`src/aux_ctrl_regs.svh`:
```
// What this block does
// - Pin set as input shows its live level in its input data bit.
// - Pin set as output drives the level held in its output data bit.
// - Fault pin field 11 with sync on, restart off makes the pin a general output following its data bit.
// - Three-bit delay field picks one of eight pre-sample waits, fast filter only.
// - Nonzero delay with extend bit set lengthens every conversion by the delay.
// - Extend clear, delay under half conversion, rate below 10k: delay absorbed.
// - Rates 397.5, 59.94, 49.96 and 16.66 SPS never absorb a delay.
// - Results are 24 bits; short width bit rounds them to 16 bits.
// - Reset-select 0: interface resets a fixed time after the last read edge.
// - Reset-select 1: LSB keeps driving; interface resets on select rising edge.
// - Sync enabled, restart off and pin low holds modulator and filter reset, config kept.
// - Leave sync reset on first clock edge after pin rises, resume sampling.
// - As a trigger, sync rising edge starts conversion; done goes low when settled.
// - Per-channel restart: low pin finishes channel, steps channel, waits for rise.
// - Conversion error set on over/undervoltage with railed result; clears with fault.
// - Checksum error set on bad write checksum; clears on explicit status read.
// - Register check watches config checksum; change sets error; clearing bit clears.
// - Field 10 with sync on, restart off: open drain drives inverted OR of errors.
// - Field 01: pin input, inverted level ORed into conversion error with sync on, restart off, shown in data.
// - Status appending follows each result with status; low two bits give channel.
`ifndef AUX_CTRL_REGS_SVH
`define AUX_CTRL_REGS_SVH
`define AUX_STATUS_ADDR     6'h00
`define AUX_CONV_MODE_ADDR  6'h01
`define AUX_IF_MODE_ADDR    6'h02
`define AUX_PIN_CFG_ADDR    6'h06
`define AUX_CONV_MODE_RST   16'h8000
`define AUX_IF_MODE_RST     16'h0000
`define AUX_PIN_CFG_RST     16'h0000
`define AUX_DLY_LSB         8
`define AUX_EXTEND_BIT      10
`define AUX_RESTART_BIT     12
`define AUX_DOUT_RST_BIT    8
`define AUX_APPEND_BIT      6
`define AUX_REGCHK_BIT      5
`define AUX_SHORT_BIT       0
`define AUX_SYNC_EN_BIT     11
`define AUX_ERR_EN_LSB      9
`define AUX_FAULT_PIN_LEVEL_BIT     8
`define AUX_OE1_BIT         5
`define AUX_OE0_BIT         4
`define AUX_IE1_BIT         3
`define AUX_IE0_BIT         2
`define AUX_OUT1_BIT        1
`define AUX_OUT0_BIT        0
`define AUX_CLK_MHZ         10
`define AUX_READ_RST_NS     100
`define AUX_READ_RST_CYC    ((`AUX_READ_RST_NS*`AUX_CLK_MHZ+999)/1000)
`define AUX_DLY_MAX_US      1000
`define AUX_DLY_MAX_CYC     (`AUX_DLY_MAX_US*`AUX_CLK_MHZ)
`define AUX_ABSORB_MAX_SPS  10000
`endif

```
`src/aux_ctrl_pkg.sv`:
```
package aux_ctrl_pkg;
  typedef enum logic [1:0] {
    aux_err_off    = 2'b00,
    aux_err_input  = 2'b01,
    aux_err_output = 2'b10,
    aux_err_gpo    = 2'b11
  } aux_err_mode_t;
  typedef enum logic [2:0] {
    aux_idle   = 3'b000,
    aux_held   = 3'b001,
    aux_delay  = 3'b010,
    aux_conv   = 3'b011,
    aux_park   = 3'b100
  } aux_conv_state_t;
endpackage

```
`src/aux_ctrl.sv`:
```
`timescale 1ns/1ps
`default_nettype none
`include "aux_ctrl_regs.svh"
module aux_ctrl
  import aux_ctrl_pkg::*;
(
  // Clock and reset
  input  wire logic        clock,
  input  wire logic        sys_rst,
  // Register port
  input  wire logic        reg_wr,
  input  wire logic        reg_rd,
  input  wire logic [5:0]  reg_addr,
  input  wire logic [15:0] reg_wdata,
  input  wire logic        wr_crc_bad,
  output logic      [15:0] reg_rdata,
  // Serial read framing
  input  wire logic        read_lsb_edge,
  input  wire logic        cs_rise,
  output logic             if_reset,
  output logic             hold_lsb,
  // General pins
  input  wire logic [1:0]  gp_in,
  output logic      [1:0]  gp_out,
  output logic      [1:0]  gp_oe,
  // Sync / error pin
  input  wire logic        sync_err_in,
  output logic             sync_err_out,
  output logic             sync_err_oe,
  // Converter core
  input  wire logic        fast_filter,
  input  wire logic        rate_below_10k,
  input  wire logic        rate_no_absorb,
  input  wire logic [15:0] conv_cycles,
  input  wire logic [23:0] core_raw,
  input  wire logic        core_over,
  input  wire logic        core_under,
  input  wire logic        core_done,
  input  wire logic [1:0]  core_channel,
  input  wire logic        multi_channel,
  output logic             filter_reset,
  output logic             conv_start,
  output logic             absorb_delay,
  output logic             step_channel,
  // Result stream
  output logic      [23:0] result_data,
  output logic      [7:0]  result_status,
  output logic             result_append,
  output logic             ready_n
);
  // ------------------------------------------------------------
  // State
  // ------------------------------------------------------------
  typedef struct packed {
    logic [15:0]     conv_mode;
    logic [15:0]     if_mode;
    logic [15:0]     pin_cfg;
    logic            err_conv;
    logic            err_crc;
    logic            err_reg;
    logic [15:0]     chk_ref;
    logic            sync_q;
    aux_conv_state_t st;
    logic [15:0]     cnt;
    logic [3:0]      rst_cnt;
    logic            hold;
    logic            ifr;
    logic [23:0]     data;
    logic [1:0]      chan;
    logic            rdy_n;
  } aux_state_t;

  aux_state_t cur;
  aux_state_t next_s;
  logic [15:0] dly_cyc;
  logic [23:0] fmt_data;
  logic [15:0] chk_now;
  logic        sync_en;
  logic        restart;
  logic        fault_in;
  aux_err_mode_t err_mode;

  aux_delay_table u_dly (
    .dly_sel    (cur.conv_mode[`AUX_DLY_LSB+2:`AUX_DLY_LSB]),
    .dly_cycles (dly_cyc)
  );
  aux_result_fmt u_fmt (
    .raw                (core_raw),
    .over               (core_over),
    .under              (core_under),
    .short_result_width (cur.if_mode[`AUX_SHORT_BIT]),
    .result             (fmt_data)
  );

  // ------------------------------------------------------------
  // Combinational
  // ------------------------------------------------------------
  assign sync_en  = cur.pin_cfg[`AUX_SYNC_EN_BIT];
  assign restart  = cur.if_mode[`AUX_RESTART_BIT];
  assign err_mode = aux_err_mode_t'(cur.pin_cfg[`AUX_ERR_EN_LSB+1:`AUX_ERR_EN_LSB]);
  // Config checksum excludes status, data and interface mode
  // Pin-driven data bits are left out, or a live pin would flag a change
  assign chk_now  = cur.conv_mode ^ {cur.pin_cfg[15:9], 3'b000, cur.pin_cfg[5:0]};
  assign fault_in = sync_en && !restart && err_mode == aux_err_input && !sync_err_in;

  always_comb begin
    next_s = cur;
    conv_start = 1'b0;
    step_channel = 1'b0;
    absorb_delay = 1'b0;
    // Registers
    if (reg_wr && !wr_crc_bad) begin
      case (reg_addr)
        `AUX_CONV_MODE_ADDR: next_s.conv_mode = reg_wdata;
        `AUX_IF_MODE_ADDR:   next_s.if_mode = reg_wdata;
        `AUX_PIN_CFG_ADDR:   next_s.pin_cfg = reg_wdata;
        default: ;
      endcase
    end
    // Error flags: set beats clear
    next_s.err_conv = core_over || core_under || fault_in;
    if (reg_rd && reg_addr == `AUX_STATUS_ADDR) begin
      next_s.err_crc = 1'b0;
    end
    if (reg_wr && wr_crc_bad) begin
      next_s.err_crc = 1'b1;
    end
    if (!cur.if_mode[`AUX_REGCHK_BIT]) begin
      next_s.err_reg = 1'b0;
      next_s.chk_ref = chk_now;
    end else if (chk_now != cur.chk_ref) begin
      next_s.err_reg = 1'b1;
    end
    // A config write wins, so a stale pin level never survives a mode change
    if (!(reg_wr && reg_addr == `AUX_PIN_CFG_ADDR)) begin
      if (err_mode == aux_err_input) begin
        next_s.pin_cfg[`AUX_FAULT_PIN_LEVEL_BIT] = sync_err_in;
      end
      // Pin input data bits
      if (cur.pin_cfg[`AUX_IE0_BIT]) next_s.pin_cfg[`AUX_IE0_BIT+4] = gp_in[0];
      if (cur.pin_cfg[`AUX_IE1_BIT]) next_s.pin_cfg[`AUX_IE1_BIT+4] = gp_in[1];
    end
    // Read-end interface reset
    next_s.sync_q = sync_err_in;
    next_s.ifr = 1'b0;
    if (read_lsb_edge) begin
      next_s.hold = cur.if_mode[`AUX_DOUT_RST_BIT];
      next_s.rst_cnt = cur.if_mode[`AUX_DOUT_RST_BIT] ? 4'h0 : 4'(`AUX_READ_RST_CYC);
    end else if (cur.rst_cnt != 4'h0) begin
      next_s.rst_cnt = cur.rst_cnt - 4'h1;
      next_s.ifr = cur.rst_cnt == 4'h1;
    end
    if (cur.hold && cs_rise) begin
      next_s.hold = 1'b0;
      next_s.ifr = 1'b1;
    end
    // Conversion sequencing
    if (core_done) begin
      next_s.rdy_n = 1'b0;
      next_s.data = fmt_data;
      next_s.chan = core_channel;
    end else if (reg_rd || conv_start) begin
      next_s.rdy_n = 1'b1;
    end
    case (cur.st)
      aux_idle: begin
        if (sync_en && !restart && !sync_err_in) begin
          next_s.st = aux_held;
        end else if (sync_en && restart && multi_channel && !sync_err_in) begin
          next_s.st = aux_park;
        end else begin
          next_s.st = aux_delay;
          next_s.cnt = dly_cyc;
        end
      end
      aux_held: begin
        if (sync_err_in) begin
          next_s.st = aux_delay;
          next_s.cnt = dly_cyc;
        end
      end
      aux_delay: begin
        if (!fast_filter || cur.cnt == 16'h0000) begin
          next_s.st = aux_conv;
          conv_start = 1'b1;
        end else if (!cur.if_mode[`AUX_EXTEND_BIT] && rate_below_10k && !rate_no_absorb
                     && {cur.cnt, 1'b0} < {1'b0, conv_cycles}) begin
          next_s.st = aux_conv;
          conv_start = 1'b1;
        end else begin
          next_s.cnt = cur.cnt - 16'h0001;
        end
      end
      aux_conv: begin
        absorb_delay = !cur.if_mode[`AUX_EXTEND_BIT] && rate_below_10k && !rate_no_absorb
                       && fast_filter && dly_cyc != 16'h0000;
        if (sync_en && !restart && !sync_err_in) begin
          next_s.st = aux_held;
        end else if (core_done) begin
          if (sync_en && restart && multi_channel && !sync_err_in) begin
            next_s.st = aux_park;
            step_channel = 1'b1;
          end else begin
            next_s.st = aux_delay;
            next_s.cnt = dly_cyc;
          end
        end
      end
      aux_park: begin
        if (sync_err_in) begin
          next_s.st = aux_delay;
          next_s.cnt = dly_cyc;
        end
      end
      default: next_s.st = aux_idle;
    endcase
  end

  // ------------------------------------------------------------
  // Register
  // ------------------------------------------------------------
  always_ff @(posedge clock) begin
    if (sys_rst) begin
      cur <= '0;
      cur.conv_mode <= `AUX_CONV_MODE_RST;
      cur.if_mode <= `AUX_IF_MODE_RST;
      cur.pin_cfg <= `AUX_PIN_CFG_RST;
      cur.rdy_n <= 1'b1;
      cur.sync_q <= 1'b1;
    end else begin
      cur <= next_s;
    end
  end

  // ------------------------------------------------------------
  // Outputs
  // ------------------------------------------------------------
  assign filter_reset = cur.st == aux_held;
  assign if_reset = cur.ifr;
  assign hold_lsb = cur.hold;
  assign ready_n = cur.rdy_n;
  assign result_data = cur.data;
  assign result_status = {cur.rdy_n, cur.err_conv, cur.err_crc, cur.err_reg, 2'b00, cur.chan};
  assign result_append = cur.if_mode[`AUX_APPEND_BIT];
  assign gp_oe = {cur.pin_cfg[`AUX_OE1_BIT], cur.pin_cfg[`AUX_OE0_BIT]};
  assign gp_out = {cur.pin_cfg[`AUX_OUT1_BIT], cur.pin_cfg[`AUX_OUT0_BIT]};

  always_comb begin
    sync_err_out = 1'b0;
    sync_err_oe = 1'b0;
    if (sync_en && !restart) begin
      case (err_mode)
        aux_err_gpo: begin
          sync_err_out = cur.pin_cfg[`AUX_FAULT_PIN_LEVEL_BIT];
          sync_err_oe = 1'b1;
        end
        aux_err_output: begin
          sync_err_oe = cur.err_conv || cur.err_crc || cur.err_reg;
        end
        default: ;
      endcase
    end
  end

  always_comb begin
    case (reg_addr)
      `AUX_STATUS_ADDR:    reg_rdata = {8'h00, result_status};
      `AUX_CONV_MODE_ADDR: reg_rdata = cur.conv_mode;
      `AUX_IF_MODE_ADDR:   reg_rdata = cur.if_mode;
      `AUX_PIN_CFG_ADDR:   reg_rdata = cur.pin_cfg;
      default:             reg_rdata = 16'h0000;
    endcase
  end
endmodule
`default_nettype wire

```
`src/aux_delay_table.sv`:
```
`timescale 1ns/1ps
`default_nettype none
`include "aux_ctrl_regs.svh"
module aux_delay_table
  import aux_ctrl_pkg::*;
(
  // Selection
  input  wire logic [2:0]  dly_sel,
  // Wait in clock cycles
  output logic      [15:0] dly_cycles
);
  always_comb begin
    case (dly_sel)
      3'h0:    dly_cycles = 16'h0000;
      3'h1:    dly_cycles = 16'(4*`AUX_CLK_MHZ);
      3'h2:    dly_cycles = 16'(16*`AUX_CLK_MHZ);
      3'h3:    dly_cycles = 16'(40*`AUX_CLK_MHZ);
      3'h4:    dly_cycles = 16'(100*`AUX_CLK_MHZ);
      3'h5:    dly_cycles = 16'(200*`AUX_CLK_MHZ);
      3'h6:    dly_cycles = 16'(500*`AUX_CLK_MHZ);
      default: dly_cycles = 16'(`AUX_DLY_MAX_CYC);
    endcase
  end
endmodule
`default_nettype wire

```
`src/aux_result_fmt.sv`:
```
`timescale 1ns/1ps
`default_nettype none
`include "aux_ctrl_regs.svh"
module aux_result_fmt
  import aux_ctrl_pkg::*;
(
  // Raw result
  input  wire logic [23:0] raw,
  input  wire logic        over,
  input  wire logic        under,
  input  wire logic        short_result_width,
  // Formatted result, left-justified
  output logic      [23:0] result
);
  logic [23:0] railed;
  logic [16:0] rounded;
  always_comb begin
    railed = over ? 24'hffffff : (under ? 24'h000000 : raw);
    rounded = {1'b0, railed[23:8]} + {16'h0000, railed[7]};
    if (!short_result_width) begin
      result = railed;
    end else begin
      // Saturate so rounding never wraps full scale to zero
      result = {(rounded[16] ? 16'hffff : rounded[15:0]), 8'h00};
    end
  end
endmodule
`default_nettype wire

```
`config.mk`:
```
export PLATFORM = sky130hd
export DESIGN_NAME = aux_ctrl
export DESIGN_NICKNAME = d
export VERILOG_FILES = /design/src/aux_ctrl_pkg.sv /design/src/aux_ctrl.sv /design/src/aux_delay_table.sv /design/src/aux_result_fmt.sv
export VERILOG_INCLUDE_DIRS = /design/src /design/src/src
export SDC_FILE = /design/constraint.sdc
export NUM_CORES = 1
export LEC_CHECK = 0
export BUFFER_PORTS_ARGS = -buffer_cell sky130_fd_sc_hd__clkbuf_2
export CAP_MARGIN = 0
export CORE_MARGIN = 2
export CORE_UTILIZATION = 60
export DETAILED_ROUTE_END_ITERATION = 8
export PLACE_DENSITY = 0.84
export SETUP_SLACK_MARGIN = 0.5
export SYNTH_ARGS = -nofsm -noshare
export SYNTH_HDL_FRONTEND = slang
export SYNTH_SLANG_ARGS = --single-unit
```
`constraint.sdc`:
```
create_clock -name clock -period 6.2 [get_ports clock]
set_clock_uncertainty 0.15 [all_clocks]
set_input_delay 1.24 -clock clock [delete_from_list [all_inputs] [get_ports clock]]
set_output_delay 1.24 -clock clock [all_outputs]
set_load 0.02 [all_outputs]
```
==> flow_summary_export.csv <==
group,metric,value,unit
outcome,status,"finished, final reports clean",
sta,setup_viol,0,
cells_and_area,fillCellCount,938,
power,p_total,2240,uW
cts,clock_latency,0.41,ns
yosys,syn_area_per_cell,7.81,um^2
min_path,hp-class,"flip-flop to flip-flop",
setup_path,end_kind,"output pin",
power,p_int,1540,uW
power,pwr-share-seq,38.0,%
setup_path,r2r_end,"cur[41]$_SDFFE_PP0P_",
global_route,track_usage,28.7,%
setup_path,crit_type,"input port to output pin",
setup_path,crit_chain,"clkbuf_2 -> or3_1 -> or2_4 -> nor3b_4 -> a222oi_1 -> inv_1 -> clkbuf_2",
power,pwr-share-comb,19.6,%
die,design.die.area,12500,um^2
setup_path,critPathBufInv,3,
cells_and_area,instances_no_fill,1125,
cts,cts-resized-gates,0,
sta,setup_tns,0,ns
yosys,synthFlopType,"dfxtp_1",
cts,cts_tree,"yes",
cts,postCtsSetupBuffers,0,
setup_path,r2r_setup_slack,3.19,ns
setup_path,cp_max_fo,18,
setup_path,crit_path_frequent_cell,"clkbuf_2",
die,io_pins,143,
sta,period_minus_slack,4.79,ns
die,die_w,112,um
place,port_buffers,140,
cells_and_area,drive_gt1_share,20.2,%
detailed_routing,vias,6731,
global_route,antenna_found_initial,0,
cells_and_area,seqCellArea,2380,um^2
die,std_cell_rows,39,
sta,worst_pin_slew,1.22,ns
global_route,first_global_vias,6093,
sta,timing.fmax,0.209,GHz
min_path,hold_path_startpoint,"cur[97]$_SDFFE_PP0P_",
cts,cts_buffers,17,
global_route,grt_pass1_wl,29400,um
global_route,grt-ovfl-total,0,
power,powerDensity,281,nW/um^2
die,initial_core_util,61.4,%
yosys,ys_top_cells_by_area,"dfxtp_1 34%, nand2_1 7.1%, a21oi_1 6.4%",
setup_path,arrival,3.40,ns
sta,min_period_over_period,77.3,%
die,die_h,112,um
cts,cts.htree.levels,4,
yosys,synth_edf_count,0,
detailed_routing,wirelength,18000,um
power,peakVddDrop,0.242,mV
cells_and_area,multi_input_area,3930,um^2
job,drv_cap,0,
yosys,synthesis.area,6980,um^2
cts,cts.reportedPaths.clkPinSlew,0.06,ns
cts,clk_path_buf_depth,2,
yosys,synth_warnings,0,
yosys,yosysMostFrequentCell,"nand2_1",
setup_path,critPathMaxStageDelay,0.79,ns
die,core_area,11400,um^2
cells_and_area,area.growth.synth_to_final,14.3,%
cells_and_area,antennaDiodeCount,0,
setup_path,worstReg2RegStart,"cur[33]$_SDFFE_PP0P_",
setup_path,timing.critical_path.from,"reg_addr[3]",
power,p_clk_share,42.4,%
sta,worst_hold_slack,0.305,ns
min_path,whs_path_depth,2,
setup_path,cpLargestDelayFamily,"simple AND/OR/NAND/NOR gates",
cells_and_area,fin_nets,1071,
cts,cts_hold_buf,0,
sta,rsz0062_at_grt,"no",
global_route,use_met3,7.08,%
setup_path,start_kind,"input port",
sta,finalMaxSlewViolations,0,
sta,layout_setup_ws,1.41,ns
sta,slew_headroom,18.1,%
min_path,hold_end,"cur[97]$_SDFFE_PP0P_",
detailed_routing,drt-initial-drc-count,683,
setup_path,worstPathRequired,4.81,ns
detailed_routing,via_per_inst,5.98,
yosys,yosys_register_bits,119,
detailed_routing,ant_nets,0,
power,p_leak,0.00349,uW
global_route,grt.busiest_layer,"met2",
detailed_routing,first_pass_iters,8,
global_route,grt_util_met2,45.5,%
place,post-place-ws,1.52,ns
place,dp_hpwl,12200,um
power,sw_frac_of_total,31.1,%
yosys,syn_inst,893,
sta,final_hold_viol_count,0,
power,netSwitchingPower,697,uW
yosys,synth_commonest_cells,"132 x nand2_1, 119 x dfxtp_1, 89 x a21oi_1",
yosys,yosys.cell_types.count,83,
cts,cts.sinks,119,
global_route,grt_max_degree,96,
yosys,yosysTopAreaCell,"dfxtp_1",
yosys,synth_top_cell_area_share,34.2,%
setup_path,ff2ff_path_depth,8,
place,dp_cells,1093,
global_route,met1_usage,38.1,%
yosys,ys_seq_area_share,34.2,%
yosys,async_flop_share,0,%
setup_path,crit_path_top_delay_cell,"nor3b_4",
detailed_routing,wire_per_inst,16.0,um
cts,cts-root-buf,"clkbuf_16",
place,place.gp.congestion,0.960,
detailed_routing,drc,0,
[per-layer routing]
metal	vias up	share of wire [%]
met4	0	2.0
li1	3300	-
met2	329	46
met1	3069	43
met5	-	0
met3	33	9.0
[worst register-to-register path, delay by kind of cell, from the launching register on]
kind            cells  cell delay [ns]
buf+inv             1             0.08
simple gates        3             1.31
compound gates      3             0.75
flops               1             0.36
fa+ha+maj           1             0.20
[how the worst max path moves through the flow]
stage | cells after the start | slack [ns] | to
floorplan | 6 | 2.01 | reg_rdata[12]
global placement | 7 | 1.54 | reg_rdata[11]
detailed placement | 9 | 1.52 | conv_start
CTS | 7 | 1.50 | reg_rdata[5]
global route | 9 | 1.35 | conv_start
finish | 7 | 1.41 | reg_rdata[11]
[power groups by stage]
stage	combinational, uW	sequential, uW	clock, uW
after floorplan	348	851	0
after global placement	424	864	0
after detailed placement	430	865	0
after CTS	435	848	961
after global routing	487	855	995
final	439	850	950
[logic make-up (layout without fill, tap and decap cells)]
group / count (synthesis) / after routing / synth area share, %
muxes: 8 / 8 / 1.15
and+or+nand+nor: 337 / 337 / 23.4
xor gates and xnor gates: 38 / 38 / 4.77
AOI/OAI and AO/OA: 236 / 236 / 23.0
adders and majority gates: 22 / 22 / 3.91
buffers and inverters: 132 / 220 / 9.61
other: 1 / 2 / 0.0538
DFF: 119 / 119 / 34.2
[per-stage QoR]
stage          cell area [um^2]  utilization (%)
6_report                   7970             70.1
3_3_place_gp               7390             65.0
2_1_floorplan              6980                -
3_5_place_dp               7390             65.0
5_1_grt                    7970             70.1
4_1_cts                    7970             70.1
[sequential cells by signal, indices dropped and copies added (netlist names), 2 cells and up]
register / flops
cur: 82
result_data: 24
result_status: 5
gp_oe: 2
gp_out: 2
[cell type report]
class / instances / share of cell area, %
multi-input cells: 643 / 49.3
clock buffers: 18 / 5.51
clock inverters: 14 / 1.74
repair buffers: 146 / 9.39
inverters: 42 / 1.98
flip-flops and latches: 119 / 29.9
well taps: 143 / 2.24
[layout by cell type (no fill, tap or decap), types with 4 or more instances in the layout]
cell | synthesis | layout
a21oi_1 | 89 | 89
inv_6 | 0 | 6
clkbuf_16 | 0 | 17
o21ai_0 | 28 | 28
o311ai_0 | 8 | 8
nand2b_1 | 5 | 5
nor2b_1 | 21 | 21
a222oi_1 | 16 | 16
nand3b_1 | 5 | 5
xor2_1 | 20 | 20
nand2_1 | 132 | 132
a211oi_1 | 13 | 13
and3_1 | 4 | 4
or3_1 | 8 | 8
a21o_1 | 13 | 13
mux2i_1 | 8 | 8
nor4_1 | 8 | 8
and2_1 | 4 | 4
xnor2_1 | 18 | 18
o211ai_1 | 4 | 4
dfxtp_1 | 119 | 119
nor2_1 | 71 | 71
clkbuf_2 | 1 | 139
nor3_1 | 32 | 32
nand4_1 | 7 | 7
nand3_1 | 17 | 17
ha_1 | 21 | 21
inv_1 | 41 | 41
o21ai_1 | 4 | 4
a31oi_1 | 10 | 10
buf_4 | 39 | 7
o31ai_1 | 11 | 11
Note: power is estimated with default switching activity, not from simulation.
